File: config.mk
export PLATFORM = sky130hd
export DESIGN_NAME = pcm_codec_serial_port
export DESIGN_NICKNAME = d
export VERILOG_FILES = /design/src/design/pin_sync.v /design/src/design/pcm_codec_serial_port.v
export VERILOG_INCLUDE_DIRS = /design/src /design/src/design
export SDC_FILE = /design/constraint.sdc
export NUM_CORES = 1
export LEC_CHECK = 0
export BUFFER_PORTS_ARGS = -buffer_cell sky130_fd_sc_hd__buf_2
export CAP_MARGIN = 20
export CORE_MARGIN = 1.5
export CORE_UTILIZATION = 50
export CTS_CLUSTER_DIAMETER = 100
export DETAILED_ROUTE_END_ITERATION = 8
export GPL_ROUTABILITY_DRIVEN = 1
export PLACE_DENSITY = 0.82
export SLEW_MARGIN = 15
export SYNTH_ARGS = -nofsm -noshare
export SYNTH_HDL_FRONTEND = slang
export SYNTH_SLANG_ARGS = --single-unit
File: constraint.sdc
create_clock -name pclk -period 2.2 [get_ports pclk]
set_clock_uncertainty 0.05 [all_clocks]
set_input_delay 0.22 -clock pclk [delete_from_list [all_inputs] [get_ports pclk]]
set_output_delay 0.22 -clock pclk [all_outputs]
set_load 0.02 [all_outputs]
File: src/design/pcm_port_map.vh
// constants for the pcm codec serial port: register map, field
// positions, reset values and timing counts.
// assumes a 40 MHz pclk and a 32-bit apb register bus.
`ifndef PCM_PORT_MAP_VH
`define PCM_PORT_MAP_VH

// ****************************************************************
// register byte offsets
// ****************************************************************
`define REG_TX_WORD         12'h000
`define REG_RX_WORD         12'h004
`define REG_STATUS          12'h008

// ****************************************************************
// status register fields
// ****************************************************************
`define ST_VARIABLE_MODE    0
`define ST_A_LAW            1
`define ST_POWERED          2
`define ST_RX_STANDBY       3
`define ST_TX_STANDBY       4
`define ST_RX_SIGNALING     5
`define ST_TX_SIGNALING     6
`define ST_RX_NEW           7
`define ST_TX_TAKEN         8
`define ST_FREQ_LO          9
`define ST_FREQ_HI          10

// ****************************************************************
// reset values
// ****************************************************************
`define TX_WORD_RESET       8'hff
`define RX_WORD_RESET       8'h00

// ****************************************************************
// word format and timing
// ****************************************************************
`define PCM_WORD_BITS       4'h8
`define SYNC_LEN_SIGNALING  2'h2
`define STANDBY_MS          300
`define PCLK_KHZ            40000

`endif

File: src/design/pin_sync.v
// two-flop synchroniser for a group of independent pin levels.
// assumes each bit is a slow level or a clock far below pclk; bits
// are not coherent with one another after the crossing.
`timescale 1ns/1ps

module pin_sync #(
    parameter WIDTH = 1
)
(
    // clock and reset
    input  wire             pclk,
    input  wire             presetn,
    // pin levels in and synchronised levels out
    input  wire [WIDTH-1:0] pin_in,
    output wire [WIDTH-1:0] pin_out
);

// ****************************************************************
// two stages per bit
// ****************************************************************
genvar i;
generate
    for (i = 0; i < WIDTH; i = i + 1)
    begin : g_bit
        reg meta_r;
        reg stable_r;
        // first stage is read only by the second
        always @(posedge pclk or negedge presetn)
        begin
            if (!presetn)
            begin
                meta_r   <= 1'b0;
                stable_r <= 1'b0;
            end
            else
            begin
                meta_r   <= pin_in[i];
                stable_r <= meta_r;
            end
        end
        assign pin_out[i] = stable_r;
    end
endgenerate

endmodule

File: src/design/pcm_codec_serial_port.v
// serial pcm port of a voice-band codec with apb register access.
// assumes all pin inputs are asynchronous to pclk and at least eight
// times slower than pclk; analog path is outside this block.
`timescale 1ns/1ps
`include "pcm_port_map.vh"

module pcm_codec_serial_port #(
    parameter STANDBY_CYCLES = `STANDBY_MS * `PCLK_KHZ
)
(
    // clock and reset
    input  wire        pclk,
    input  wire        presetn,
    // apb slave
    input  wire [11:0] paddr,
    input  wire        psel,
    input  wire        penable,
    input  wire        pwrite,
    input  wire [31:0] pwdata,
    output wire        pready,
    output reg  [31:0] prdata,
    output wire        pslverr,
    // straps and power control
    input  wire        mode_strap_vbb,
    input  wire        companding_law_strap,
    input  wire [1:0]  master_freq_strap,
    input  wire        power_down_n,
    // clocks from the highway
    input  wire        rx_master_clock,
    input  wire        rx_bit_clock_or_mode_pin,
    // frame strobes
    input  wire        rx_frame_strobe,
    input  wire        tx_frame_strobe,
    // transmit slot strobe or bit clock, open drain
    input  wire        tx_slot_strobe_or_bit_clock_in,
    output wire        tx_slot_strobe_or_bit_clock_out,
    output wire        tx_slot_strobe_or_bit_clock_oe,
    // pcm data
    input  wire        pcm_in,
    output reg         pcm_out,
    output reg         pcm_out_en
);

// ****************************************************************
// pin synchronisers
// ****************************************************************
localparam [3:0] LAST_BIT = `PCM_WORD_BITS - 4'h1;
localparam [31:0] STANDBY_WIDE  = STANDBY_CYCLES - 1;
localparam [23:0] STANDBY_LIMIT = STANDBY_WIDE[23:0];

wire [10:0] pins_s;

pin_sync #(
    .WIDTH (11)
)
u_sync (
    .pclk    (pclk),
    .presetn (presetn),
    .pin_in  ({power_down_n, mode_strap_vbb, companding_law_strap,
               master_freq_strap, rx_master_clock, rx_bit_clock_or_mode_pin,
               tx_slot_strobe_or_bit_clock_in, rx_frame_strobe,
               tx_frame_strobe, pcm_in}),
    .pin_out (pins_s)
);

wire       powered_s  = pins_s[10];
wire       variable_s = ~pins_s[9];
wire       a_law_s    = pins_s[8];
wire [1:0] freq_s     = pins_s[7:6];
wire       mclk_s     = pins_s[5];
wire       rxbclk_s   = pins_s[4];
wire       txbclk_s   = pins_s[3];
wire       rx_fs_s    = pins_s[2];
wire       tx_fs_s    = pins_s[1];
wire       pcm_in_s   = pins_s[0];

// ****************************************************************
// data clock selection and edge detection
// ****************************************************************
reg mclk_d_r;
reg rxbclk_d_r;
reg txbclk_d_r;

// previous levels of each synchronised clock
always @(posedge pclk or negedge presetn)
begin
    if (!presetn)
    begin
        mclk_d_r   <= 1'b0;
        rxbclk_d_r <= 1'b0;
        txbclk_d_r <= 1'b0;
    end
    else
    begin
        mclk_d_r   <= mclk_s;
        rxbclk_d_r <= rxbclk_s;
        txbclk_d_r <= txbclk_s;
    end
end

// one master clock serves both directions in fixed mode; bit clocks only in variable mode
wire mclk_fall = mclk_d_r & ~mclk_s;
wire mclk_rise = ~mclk_d_r & mclk_s;
wire rx_fall   = variable_s ? (rxbclk_d_r & ~rxbclk_s) : mclk_fall;
wire tx_rise   = variable_s ? (~txbclk_d_r & txbclk_s) : mclk_rise;
wire tx_fall   = variable_s ? (txbclk_d_r & ~txbclk_s) : mclk_fall;

// ****************************************************************
// per-channel strobe length and standby timing
// ****************************************************************
wire [1:0] strobe  = {tx_fs_s, rx_fs_s};
wire [1:0] dfall   = {tx_fall, rx_fall};
wire [1:0] signaling;
wire [1:0] standby;

genvar ch;
generate
    for (ch = 0; ch < 2; ch = ch + 1)
    begin : g_chan
        reg [1:0]  len_r;
        reg        prev_r;
        reg        sig_r;
        reg [23:0] idle_r;
        reg        standby_r;

        // length in data periods classifies the frame in fixed mode
        always @(posedge pclk or negedge presetn)
        begin
            if (!presetn)
            begin
                len_r  <= 2'h0;
                prev_r <= 1'b0;
                sig_r  <= 1'b0;
            end
            else
            begin
                prev_r <= strobe[ch];
                if (strobe[ch] && dfall[ch] && len_r != 2'h3)
                    len_r <= len_r + 2'h1;
                else if (!strobe[ch] && prev_r)
                begin
                    len_r <= 2'h0;
                    if (!variable_s)
                        sig_r <= (len_r >= `SYNC_LEN_SIGNALING);
                end
            end
        end

        // low for the full interval parks the channel; any high wakes it
        always @(posedge pclk or negedge presetn)
        begin
            if (!presetn)
            begin
                idle_r    <= 24'h0;
                standby_r <= 1'b0;
            end
            else if (strobe[ch])
            begin
                idle_r    <= 24'h0;
                standby_r <= 1'b0;
            end
            else if (idle_r == STANDBY_LIMIT)
                standby_r <= 1'b1;
            else
                idle_r <= idle_r + 24'h1;
        end

        assign signaling[ch] = sig_r;
        assign standby[ch]   = standby_r;
    end
endgenerate

wire rx_active = powered_s & ~standby[0];
wire tx_active = powered_s & ~standby[1];

// ****************************************************************
// receive shifter
// ****************************************************************
reg [7:0] rx_shift_r;
reg [3:0] rx_cnt_r;
reg       rx_busy_r;
reg [7:0] rx_word_r;
reg       rx_done;

// msb first; a slot enable dropping early discards the partial word
always @(posedge pclk or negedge presetn)
begin
    if (!presetn)
    begin
        rx_shift_r <= 8'h00;
        rx_cnt_r   <= 4'h0;
        rx_busy_r  <= 1'b0;
        rx_word_r  <= `RX_WORD_RESET;
        rx_done    <= 1'b0;
    end
    else
    begin
        rx_done <= 1'b0;
        if (!rx_active || (variable_s && rx_busy_r && !rx_fs_s))
        begin
            rx_busy_r <= 1'b0;
            rx_cnt_r  <= 4'h0;
        end
        else if (rx_fall && (rx_busy_r || rx_fs_s))
        begin
            rx_shift_r <= {rx_shift_r[6:0], pcm_in_s};
            if (rx_busy_r && rx_cnt_r == LAST_BIT)
            begin
                rx_word_r <= {rx_shift_r[6:0], pcm_in_s};
                rx_done   <= 1'b1;
                rx_busy_r <= 1'b0;
                rx_cnt_r  <= 4'h0;
            end
            else
            begin
                rx_busy_r <= 1'b1;
                rx_cnt_r  <= rx_cnt_r + 4'h1;
            end
        end
    end
end

// ****************************************************************
// transmit shifter
// ****************************************************************
reg [7:0] tx_word_r;
reg [7:0] tx_shift_r;
reg [3:0] tx_cnt_r;
reg       tx_busy_r;
reg       tx_load;

// the ninth rising edge ends the slot and releases the data pin
always @(posedge pclk or negedge presetn)
begin
    if (!presetn)
    begin
        tx_shift_r <= 8'h00;
        tx_cnt_r   <= 4'h0;
        tx_busy_r  <= 1'b0;
        tx_load    <= 1'b0;
        pcm_out    <= 1'b0;
        pcm_out_en <= 1'b0;
    end
    else
    begin
        tx_load <= 1'b0;
        if (!tx_active || (variable_s && tx_busy_r && !tx_fs_s))
        begin
            tx_busy_r  <= 1'b0;
            tx_cnt_r   <= 4'h0;
            pcm_out_en <= 1'b0;
        end
        else if (tx_rise && !tx_busy_r && tx_fs_s)
        begin
            pcm_out    <= tx_word_r[7];
            tx_shift_r <= {tx_word_r[6:0], 1'b0};
            tx_cnt_r   <= 4'h1;
            tx_busy_r  <= 1'b1;
            tx_load    <= 1'b1;
            pcm_out_en <= 1'b1;
        end
        else if (tx_rise && tx_busy_r)
        begin
            if (tx_cnt_r == `PCM_WORD_BITS)
            begin
                tx_busy_r  <= 1'b0;
                tx_cnt_r   <= 4'h0;
                pcm_out_en <= 1'b0;
            end
            else
            begin
                pcm_out    <= tx_shift_r[7];
                tx_shift_r <= {tx_shift_r[6:0], 1'b0};
                tx_cnt_r   <= tx_cnt_r + 4'h1;
            end
        end
    end
end

// open drain: pulls low during the slot in fixed mode, else released
assign tx_slot_strobe_or_bit_clock_out = 1'b0;
assign tx_slot_strobe_or_bit_clock_oe  = ~variable_s & tx_busy_r;

// ****************************************************************
// apb slave
// ****************************************************************
wire setup    = psel & ~penable;
wire access   = psel & penable;
wire mapped   = (paddr == `REG_TX_WORD) || (paddr == `REG_RX_WORD) ||
                (paddr == `REG_STATUS);
wire wr_tx    = access & pwrite & (paddr == `REG_TX_WORD);
wire rd_rx    = access & ~pwrite & (paddr == `REG_RX_WORD);

assign pready  = 1'b1; // zero wait states
assign pslverr = access & ~mapped;

reg rx_new_r;
reg tx_taken_r;

// transmit word; writing it also rearms the taken flag
always @(posedge pclk or negedge presetn)
begin
    if (!presetn)
        tx_word_r <= `TX_WORD_RESET;
    else if (wr_tx)
        tx_word_r <= pwdata[7:0];
end

// sticky flags: a hardware event in the clearing cycle wins
always @(posedge pclk or negedge presetn)
begin
    if (!presetn)
    begin
        rx_new_r   <= 1'b0;
        tx_taken_r <= 1'b0;
    end
    else
    begin
        if (rx_done)
            rx_new_r <= 1'b1;
        else if (rd_rx)
            rx_new_r <= 1'b0;
        if (tx_load)
            tx_taken_r <= 1'b1;
        else if (wr_tx)
            tx_taken_r <= 1'b0;
    end
end

wire [31:0] status_word = {21'h0, freq_s, tx_taken_r, rx_new_r,
                           signaling[1], signaling[0], standby[1],
                           standby[0], powered_s, a_law_s, variable_s};

// read data captured in the setup phase, unmapped reads as zero
always @(posedge pclk or negedge presetn)
begin
    if (!presetn)
        prdata <= 32'h0;
    else if (setup && !pwrite)
    begin
        case (paddr)
            `REG_TX_WORD: prdata <= {24'h0, tx_word_r};
            `REG_RX_WORD: prdata <= {24'h0, rx_word_r};
            `REG_STATUS:  prdata <= status_word;
            default:      prdata <= 32'h0;
        endcase
    end
end

endmodule

## After elaboration in Yosys (flattened, before gate mapping)

Cells that the tools add are included.

| word-level totals | value |
|---|---|
| output and inout port bits | 38 |
| register bits | 161 |
| word-level logic and storage cells | 187 |

| operators by class | value |
|---|---|
| reductions and logical operators | 44 |
| equality and inequality tests | 11 |
| $add $sub $neg | 6 |
| order comparisons | 2 |
| muxes and demuxes | 45 |
| bitwise operators | 30 |

Operators with widths:

| kind | number |
|---|---|
| 2-to-1 mux 24 bit | 4 |
| adder 24 x 1 -> 24 bit (second input constant) | 2 |
| equality test 24 bit (second input constant) | 2 |
| case mux 11 bit (3 select lines) | 1 |
| 2-to-1 mux 4 bit | 7 |
| 2-to-1 mux 1 bit | 26 |
| 2-to-1 mux 8 bit | 3 |
| logical AND 1 bit | 16 |
| nonzero test 2 bit | 8 |
| bitwise AND 1 bit | 15 |
| NOT 1 bit | 15 |
| equality test 12 x 3 -> 1 bit (second input constant) | 1 |
| equality test 12 x 4 -> 1 bit (second input constant) | 1 |
| logical NOT 12 bit | 1 |
| AND reduction 3 bit | 4 |
| adder 4 x 1 -> 4 bit (second input constant) | 2 |
| 2-to-1 mux 2 bit | 4 |
| logical NOT 1 bit | 6 |
| inequality test 2 bit (second input constant) | 3 |
| nonzero test 3 bit | 2 |
| logical OR 1 bit | 5 |
| adder 2 x 1 -> 2 bit (second input constant) | 2 |
| equality test 4 x 3 -> 1 bit (second input constant) | 1 |
| equality test 4 bit (second input constant) | 1 |
| 3 further kinds | 6 |

## Longest topological paths before layout

Gate-level depths: netlist (run 1).

| logic depth | value |
|---|---|
| depth after elaboration | 7 |
| gate-level depth with buffers | 7 |

## Modules after synthesis

From an unflattened synthesis (run 1), not the netlist that was laid out.

| unflattened totals | value |
|---|---|
| cells, all modules | 608 |
| area, all modules | 6466.2 µm² |

Modules (own cells, without submodules):

| module | cells an instance | area an instance (µm²) | sequential area each (µm²) | instances |
|---|---|---|---|---|
| pcm_codec_serial_port | 575 | 5833.1 | 2937.8 | 1 |
| pin_sync | 33 | 633.1 | 550.5 | 1 |

## Worst setup path after synthesis (run 1)

No wires, ideal clock.

| path | value |
|---|---|
| kind | register to register |
| start | register g_chan[0].idle_r[0] |
| end | register g_chan[0].idle_r[18] |
| data required time | 2072 ps |
| buffers on the path | 1 |
| period minus slack after synthesis | 2010 ps |
| setup slack | 190 ps |
| arrival time | 1882 ps |
| cell stages (with the launch flop) | 7 |
| cell sequence | dfrtp_1 -> ha_1 -> nand3_2 -> or4_1 -> buf_2 -> or4_1 -> a21oi_1 |

| between the ends | value |
|---|---|
| word-level cells in the longest chain between the ends | 3 |
| elaborated cells on any way between the ends | 5 |
| classes of those cells | 1 x add/sub; 2 x eq/ne; 2 x mux |

RTL lines:

| item | RTL line | text |
|---|---|---|
| start: declaration | pcm_codec_serial_port.v:123 | `reg [23:0] idle_r;` |
| start signal: assignment | pcm_codec_serial_port.v:165 | `idle_r <= idle_r + 24'h1;` |
| adder 24 x 1 -> 24 bit | pcm_codec_serial_port.v:165 |  |
| 2-to-1 mux 24 bit | pcm_codec_serial_port.v:162 | `else if (idle_r == STANDBY_LIMIT)` |
| 2-to-1 mux 24 bit | pcm_codec_serial_port.v:157 | `else if (strobe[ch])` |

Several ways; a longest one is shown, not always the timed one. The select of a mux whose other input is x is not followed.
A chain may end at the register's enable or synchronous reset.

## Worst setup path after layout (run 1)

| path | value |
|---|---|
| start | register g_chan[1].idle_r[0] |
| end | register g_chan[1].idle_r[18] |

| between the ends | value |
|---|---|
| word-level cells in the longest chain between the ends | 3 |
| elaborated cells on any way between the ends | 5 |
| classes of those cells | 1 x add/sub; 2 x eq/ne; 2 x mux |

RTL lines:

| item | RTL line |
|---|---|
| start: declaration | pcm_codec_serial_port.v:123 |
| start signal: assignment | pcm_codec_serial_port.v:165 |
| adder 24 x 1 -> 24 bit | pcm_codec_serial_port.v:165 |
| 2-to-1 mux 24 bit | pcm_codec_serial_port.v:162 |
| 2-to-1 mux 24 bit | pcm_codec_serial_port.v:157 |

Several ways; a longest one is shown, not always the timed one. The select of a mux whose other input is x is not followed.

==> results.cfg, run 1 <==
[outcome]
outcome = finished, final reports clean

[clocking]
cts_made_buffers = 17
ctsHtreeMaxLevel = 4
cts_tree = yes
cts_setup_buffers = 0
clockBufferDepth = 2
root_buffer = clkbuf_16
cts_sinks = 139
clk_latency_ps = 420
clkSlewWorstSetupHoldPaths_ps = 60

[route]
post_drt_via_cell_ratio = 5.651
vias = 4950
drt_iter0_drc = 411
dr_wl_met3_microns = 553
ant_nets = 0
wl_met2_mm = 7.198
routedWlPerCell_microns = 15.97
wl_met1_mm = 5.909
wl_mm = 13.99
dr.pass1.iters = 4
drc = 0
top_layer = met4

[critical_path]
cp_max_fo = 10
cp-start-kind = flop
crit_start = g_chan[1].idle_r[0]$_DFFE_PN0P_
r2r_slack_ps = 160
timing.rr.end = g_chan[1].idle_r[18]$_DFFE_PN0P_
crit_end = g_chan[1].idle_r[18]$_DFFE_PN0P_
cp_data_arrival_time_ps = 2330
required_ps = 2490
r2r-start = g_chan[1].idle_r[0]$_DFFE_PN0P_
path_class = flop to flop
ff2ff_path_depth = 5
critPathCaptureType = flop

[layout]
layout_common_cells = dfrtp_1 (131), buf_2 (49), nor2_1 (47), mux2_2 (47), a21oi_1 (45)
area_growth_pct = 19.05
nets = 760
num_antenna_cells = 0
fin_util_pct = 61.51
layout.cells.most_common = dfrtp_1
fin_area_sq_um = 7858
layout-drive-gt1-share_pct = 24.43

[grt]
track_usage_pct = 21.01
globalRouteOverflowTotal = 0
grt_pass1_vias = 4962
grt_first_pass_wirelength_mm = 23.54
grt_max_degree = 61
antenna_found_initial = 0

[floorplan]
initial_utilization_pct = 51.67
ios = 98
fp.dieH_microns = 117.9
dieArea_sq_um = 13900
die_x_microns = 117.9
rows = 41
core_region_area_sq_um = 12770

[synth]
avgSynthCellArea_sq_um = 10.84
synth_edf_count = 0
syn_inst = 609
ys_warn_count = 0
synth-seq-cells = 139
async_flop_share_pct = 100.0
yosysSeqAreaShare_pct = 52.85
yosysUniqueCellTypes = 60
netlist_area_sq_um = 6600
synth-main-ff-cell = dfrtp_1

[sta]
worstMarginPinSlew_ps = 574.6
min_period_ps = 2036
finalSetupViolCount = 0
post-route-period-util_pct = 92.56
slew-limit-headroom_pct = 61.62
finalHoldViolCount = 0
finalWorstSetupSlack_ps = 163.7
drv_slew = 0
setup_tns_ps = 0
rsz0062_at_grt = no
fmax_mhz = 491.1

[place]
dp_hpwl_mm = 9.282
pre_cts_ws_ps = 87.28
port_buffers = 50
dpl_cell_area_sq_um = 7041
gp_congestion = 0.8417

[run]
cap_violations = 0

[pwr]
vdd_drop_max_mv = 0.5076
power_density_nw_per_um2 = 770.6
leakage_nw = 3.593

[min_path]
holdCritPathClass = primary input to flop
## where the power goes
group	switching [mW]	internal [mW]	leakage [nW]
Sequential	0.0816	2.66	1.83
Clock	1.14	1.76	0.299
Combinational	0.238	0.175	1.47
Total	1.46	4.59	3.59
## cells by family (layout without fill, tap and decap cells)
| logic type | count (synthesis) | after routing | synth area share [%] |
|---|---|---|---|
| xor gates and xnor gates | 12 | 12 | 1.592 |
| muxes | 62 | 62 | 10.29 |
| adders and majority gates | 9 | 9 | 1.706 |
| AOI/OAI and AO/OA | 117 | 117 | 11.20 |
| other | 2 | 23 | 0.1138 |
| and+or+nand+nor | 200 | 200 | 16.97 |
| DFF | 139 | 139 | 52.85 |
| buffers and inverters | 68 | 142 | 5.270 |
## registers in the layout, summed over array words and instances, names as in the netlist, 2 cells and up
name / cells
g_chan.standby_r: 2
rx_shift_r: 7
rx_cnt_r: 4
g_chan.sig_r: 2
g_chan.len_r: 4
u_sync.g_bit.stable_r: 11
rx_word_r: 8
prdata: 11
g_chan.prev_r: 2
tx_shift_r: 7
tx_cnt_r: 4
tx_word_r: 8
g_chan.idle_r: 48
u_sync.g_bit.meta_r: 11
## cell type report
type | instances | area, sq um
clock buffers | 19 | 452.9
inverters | 20 | 75.07
well taps | 172 | 215.2
multi-input cells | 423 | 2850
flip-flops and latches | 139 | 3488
fillers | 952 | 4916
repair buffers | 90 | 619.3
clock inverters | 13 | 156.4
## worst max-delay path, stage by stage, from the launching register on
cell,delay (ps)
dfrtp_1,380
ha_1,230
and4_1,350
nand4b_1,360
or3_1,450
a21oi_1,150
## repair_timing
item,CTS,global route
endpoints found under the hold margin,60,0
hold buffers,20,0
resized for setup,0,2
setup endpoints to repair,0,1
## worst min-delay path by stage
stage                     startpoint                          endpoint  depth (start not counted)
after floorplan              presetn   g_chan[0].idle_r[0]$_DFFE_PN0P_                          0
after global placement       presetn  u_sync.g_bit[1].meta_r$_DFF_PN0_                          1
after detailed placement     presetn  u_sync.g_bit[1].meta_r$_DFF_PN0_                          1
after CTS                     pwrite              rx_new_r$_DFFE_PN0P_                          4
after global routing          pwrite              rx_new_r$_DFFE_PN0P_                          4
final                         pwrite              rx_new_r$_DFFE_PN0P_                          4
## per-layer routing
layer  vias up  global-route usage, %
met4         0                  9.451
met5         -                      0
li1       2300                      -
met1      2474                  25.09
met3        27                  4.457
met2       149                  36.48
## through the flow
step / hold WS (ps) / std cells / power [mW]
2_1_floorplan: -125.6 / 630 / 3.020
5_1_grt: 139.1 / 876 / 6.282
3_5_place_dp: 151.9 / 824 / 3.169
3_3_place_gp: 137.8 / 824 / 3.128
4_1_cts: 104.4 / 876 / 6.103
6_report: 112.3 / 876 / 6.055
## cell usage after synthesis (6+ instances only)
| master | n | area share (%) |
|---|---|---|
| or4_1 | 9 | 1.0 |
| a211oi_1 | 8 | 0.91 |
| nor3_1 | 10 | 0.76 |
| buf_4 | 23 | 2.6 |
| and3_1 | 12 | 1.1 |
| nor2b_1 | 11 | 1.0 |
| nand2_1 | 32 | 1.8 |
| or3_1 | 13 | 1.2 |
| mux2_2 | 47 | 8.0 |
| nand3_1 | 17 | 1.3 |
| xnor2_1 | 8 | 1.1 |
| nand4_1 | 9 | 0.85 |
| inv_1 | 20 | 1.1 |
| nand2b_1 | 6 | 0.57 |
| clkbuf_1 | 16 | 0.91 |
| ha_1 | 9 | 1.7 |
| mux2i_1 | 15 | 2.3 |
| nor2_1 | 47 | 2.7 |
| o31ai_1 | 7 | 0.80 |
| dfstp_2 | 8 | 3.2 |
| dfrtp_1 | 131 | 50 |
| a21oi_1 | 45 | 3.4 |
| o21ai_0 | 26 | 2.0 |
Note: power is estimated with default switching activity, not from simulation.
==> run 2: changes to the inputs <==
CELL_PAD_IN_SITES_DETAIL_PLACEMENT = 2   (was unset)
CELL_PAD_IN_SITES_GLOBAL_PLACEMENT = 2   (was unset)
CORE_UTILIZATION = 37   (was 50)
PLACE_DENSITY = 0.91   (was 0.82)
==> run 2 against run 1 <==
- combinational power is 21% higher
- final area is 0.76% higher
- maximum frequency is 5.2% lower
- utilization is 16 points lower
- critical path depth is 1 lower
- sequential power hardly changed
- clock power is 2% lower
- via count is 12% higher
- non-clock buffer count is 1 higher
- register-to-register slack worse by 110 ps
- sequential share of layout area is 0.29 points lower
- global-route usage is 9.1 points higher
==> results.cfg, run 2 (same netlist as run 1, synthesis figures left out) <==
[outcome]
outcome = finished, final reports clean

[clocking]
cts_tree = yes
cts_made_buffers = 17
cts_sinks = 139
ctsHtreeMaxLevel = 4
clk_latency_ps = 440
clockBufferDepth = 2
clkSlewWorstSetupHoldPaths_ps = 70
root_buffer = clkbuf_16

[critical_path]
crit_chain = nand4_2 > or4_4 > or4_1 > a21oi_1
slowest_stage = or4_4
crit_buf_inv = 0
critPathCaptureType = flop
crit_family = simple AND/OR/NAND/NOR gates
cp-start-kind = flop
path_class = flop to flop
cp_max_fo = 11
ff2ff_path_depth = 4
r2r_slack_ps = 50
cpPeakStageDelay_ps = 690
timing.rr.end = g_chan[0].idle_r[21]$_DFFE_PN0P_
required_ps = 2510
cp_data_arrival_time_ps = 2460
r2r-start = g_chan[0].idle_r[4]$_DFFE_PN0P_

[layout]
fin_area_sq_um = 7918
fin_cells = 930
layout.cells.most_common = dfrtp_1
layout-drive-gt1-share_pct = 25.82
fin_util_pct = 45.62
largest_reg_flops = 48
area_growth_pct = 19.96
final.fill_count = 1715
nets = 761
num_antenna_cells = 0
layout_common_cells = dfrtp_1 (128), buf_2 (49), nor2_1 (47), mux2_2 (47), a21oi_1 (44)
regMostFlops = g_chan.idle_r

[grt]
grt_pass1_vias = 6311
antenna_found_initial = 0
track_usage_pct = 30.07
grt_max_degree = 60
grt_first_pass_wirelength_mm = 40.74
globalRouteOverflowTotal = 0

[min_path]
hold_depth = 2
hold_end = tx_word_r[7]$_DFFE_PN1P_
holdCritPathClass = primary input to flop
hold_start = pwdata[7]

[floorplan]
ios = 98
die_x_microns = 136.6
fp.dieH_microns = 136.6
initial_utilization_pct = 38.03
dieArea_sq_um = 18650
core_region_area_sq_um = 17360
rows = 48

[pwr]
power_density_nw_per_um2 = 770.5
power.total_mw = 6.101
leakage_nw = 3.559
vdd_drop_max_mv = 0.6063

[place]
pre_cts_ws_ps = -105.9
port_buffers = 50
dp_hpwl_mm = 14.22
dp.cells = 878
dpl_cell_area_sq_um = 7114
gp_congestion = 0.7816

[sta]
min_period_ps = 2148
worstMarginPinSlew_ps = 716.3
drv_slew = 0
slew-limit-headroom_pct = 52.15
finalWorstSetupSlack_ps = 52.48
setup_tns_ps = 0
post-route-period-util_pct = 97.61
finalHoldViolCount = 0
fmax_mhz = 465.7
rsz0062_at_grt = no
finalSetupViolCount = 0
whs_ps = 39.80

[run]
cap_violations = 0

[route]
post_drt_via_cell_ratio = 5.951
dr.pass1.iters = 4
vias = 5534
drc = 0
ant_nets = 0
routedWlPerCell_microns = 28.88
wl_mm = 26.86
drt_iter0_drc = 389
==> run 2: worst reg2reg max path: stages, from the launching register on <==
cell and delay, ps:
dfrtp_1 480, nand4_2 240, or4_4 690, or4_1 450, a21oi_1 180
==> run 2: final cells by class <==
class                           count  area (sq um)  area share, %
Sequential cell                   139          3492          44.11
Multi-Input combinational cell    423          2895          36.57
Timing Repair Buffer               91         624.3          7.886
Clock buffer                       18         429.2          5.420
Tap cell                          225         281.5          3.556
Clock inverter                     14         120.1          1.517
Inverter                           20         75.07         0.9482
==> run 2: power by group <==
part | leakage, nW | internal (mW) | switching (mW) | total [mW]
Combinational | 1.47 | 0.184 | 0.316 | 0.500
Clock | 0.263 | 1.56 | 1.27 | 2.83
Sequential | 1.82 | 2.66 | 0.117 | 2.77
Total | 3.56 | 4.40 | 1.70 | 6.10
==> run 2: what timing repair did <==
action	CTS	global route
pin swaps	2	1
setup endpoints to repair	13	19
hold buffers	19	0
resized for setup	3	11
setup buffers	1	0
endpoints found under the hold margin	69	0
==> run 2: layer usage <==
metal	vias up	global-route usage (%)	part of all wire (%)
li1	2289	-	-
met1	2904	33.67	38
met2	243	53.38	51
met3	98	5.370	4.5
met4	0	17.61	5.5
met5	-	0	0
==> run 2: how the worst max path moves through the flow <==
stage,end,slack [ps],startpoint,cells after the start
6_report,g_chan[0].idle_r[21]$_DFFE_PN0P_,50,g_chan[0].idle_r[4]$_DFFE_PN0P_,4
5_1_grt,rx_word_r[6]$_DFFE_PN0P_,4,u_sync.g_bit[9].stable_r$_DFF_PN0_,5
3_5_place_dp,g_chan[0].idle_r[18]$_DFFE_PN0P_,-110,g_chan[0].idle_r[0]$_DFFE_PN0P_,5
2_1_floorplan,g_chan[0].idle_r[18]$_DFFE_PN0P_,190,g_chan[0].idle_r[0]$_DFFE_PN0P_,6
3_3_place_gp,g_chan[0].idle_r[18]$_DFFE_PN0P_,100,g_chan[0].idle_r[0]$_DFFE_PN0P_,5
4_1_cts,tx_shift_r[3]$_DFFE_PN0P_,10,u_sync.g_bit[9].stable_r$_DFF_PN0_,4
==> run 3: changes to the inputs <==
PLACE_DENSITY = unset   (was 0.91)
PLACE_DENSITY_LB_ADDON = 0.1   (was unset)
==> run 3 against run 2 <==
- final area increased by 1.4%
- hold slack improved by 89 ps
- wire length shrank 37%
- power grew 3.8%
- flip-flop and latch count unchanged
- worst setup slack better by 94 ps
- critical path type unchanged
- largest cell class unchanged
==> results.cfg, run 3 (same netlist as run 1, synthesis figures left out) <==
[sta]
setup_tns_ps = 0
finalHoldViolCount = 0
slew-limit-headroom_pct = 61.22
finalSetupViolCount = 0
drv_slew = 0
fmax_mhz = 486.9
post-route-period-util_pct = 93.36
rsz0062_at_grt = no
min_period_ps = 2054
worstMarginPinSlew_ps = 580.5

[critical_path]
slowest_stage = or4_4
r2r-start = g_chan[0].idle_r[1]$_DFFE_PN0P_
crit_family = simple AND/OR/NAND/NOR gates
crit_chain = ha_2 > nand3_2 > or4_4 > or4_1 > a21oi_1
required_ps = 2490
critPathCaptureType = flop
path_class = flop to flop
timing.rr.end = g_chan[0].idle_r[22]$_DFFE_PN0P_
cp_data_arrival_time_ps = 2340
crit_buf_inv = 0
cp_max_fo = 10
r2r_slack_ps = 150
ff2ff_path_depth = 5
crit_start = g_chan[0].idle_r[1]$_DFFE_PN0P_
cpPeakStageDelay_ps = 610
cp-start-kind = flop

[place]
gp_congestion = 0.7187
port_buffers = 50
dp_hpwl_mm = 11.56

[grt]
grt_max_degree = 46
grt_pass1_vias = 5497
globalRouteOverflowTotal = 0
antenna_found_initial = 0
grt_first_pass_wirelength_mm = 28.14
track_usage_pct = 19.62

[pwr]
power_density_nw_per_um2 = 789.3
leakage_nw = 3.625
power.total_mw = 6.334
vdd_drop_max_mv = 0.6716

[clocking]
cts_tree = yes
root_buffer = clkbuf_16
clockBufferDepth = 2
clkSlewWorstSetupHoldPaths_ps = 60
cts_sinks = 139
cts_made_buffers = 17
clk_latency_ps = 420
ctsHtreeMaxLevel = 4

[layout]
layout-drive-gt1-share_pct = 25.21
layout_common_cells = dfrtp_1 (131), buf_2 (49), nor2_1 (47), mux2_2 (47), a21oi_1 (45)
final.fill_count = 1797
largest_reg_flops = 48
area_growth_pct = 21.59
final-seq-area_sq_um = 3488
nets = 766
num_antenna_cells = 0
multi_input_comb_area_sq_um = 2855
regMostFlops = g_chan.idle_r
layout.cells.most_common = dfrtp_1

[route]
dr.pass1.iters = 4
ant_nets = 0
routedWlPerCell_microns = 18.12
drc = 0
wl_mm = 16.94
vias = 4891
drt_iter0_drc = 119
post_drt_via_cell_ratio = 5.231

[floorplan]
dieArea_sq_um = 18650
ios = 98
die_x_microns = 136.6
fp.dieH_microns = 136.6
rows = 48
initial_utilization_pct = 38.03
core_region_area_sq_um = 17360

[min_path]
holdCritPathClass = primary input to flop
hold_end = rx_new_r$_DFFE_PN0P_
hold_start = pwrite
hold_depth = 4

[run]
cap_violations = 0

[outcome]
outcome = finished, final reports clean
[run 3: worst max-delay path by stage]
stage	to	slack, ps	cells past startpoint
4_1_cts	g_chan[0].idle_r[21]$_DFFE_PN0P_	90	4
5_1_grt	g_chan[0].idle_r[22]$_DFFE_PN0P_	20	5
6_report	g_chan[0].idle_r[22]$_DFFE_PN0P_	150	5
3_3_place_gp	g_chan[0].idle_r[18]$_DFFE_PN0P_	90	5
3_5_place_dp	g_chan[0].idle_r[22]$_DFFE_PN0P_	10	5
2_1_floorplan	g_chan[0].idle_r[18]$_DFFE_PN0P_	190	6
[run 3: layout make-up]
class                   count  share of cell area [%]
clock inverters            14                   2.728
multi-input cells         423                   35.58
inverters                  20                  0.9355
clock buffers              18                   5.348
well taps                 225                   3.508
repair buffers             96                   8.435
flip-flops and latches    139                   43.47
[run 3: routing by layer]
metal | up-vias | wire (microns) | global-route usage (%)
li1 | 2294 | - | -
met3 | 12 | 534 | 4.296
met4 | 0 | 158 | 4.846
met2 | 66 | 9137 | 36.54
met5 | - | 0 | 0
met1 | 2519 | 7112 | 22.67
[run 3: tightest hold or removal path, cell delays in order]
cell and delay, ps:
buf_2 100, nand2b_1 100, o41ai_1 70, nand2b_1 60
[run 3: what timing repair did]
| action | 4_1_cts | 5_1_grt |
|---|---|---|
| setup endpoints to repair | 1 | 12 |
| pin swaps | 0 | 1 |
| buffers inserted | 0 | 1 |
| hold buffers | 20 | 0 |
| gates resized for setup | 1 | 3 |
| hold endpoints to repair | 56 | 0 |
[run 3: where the power goes]
part / internal [mW] / leakage [nW] / switching (mW)
registers: 2.66 / 1.83 / 0.0773
logic: 0.181 / 1.50 / 0.250
clock network: 2.02 / 0.299 / 1.15
[run 3: stage by stage]
step,hold WS (ps),instance area (sq um),worst slack (ps),util (%),instances
after CTS,112.5,8009,87.90,46.14,934
after detailed placement,132.8,7157,10.56,41.23,882
final,128.7,8025,146.1,46.24,935
after global placement,123.6,7157,94.43,41.23,882
after global routing,136.6,8025,24.36,46.24,935
after floorplan,-125.6,6679,189.6,-,630
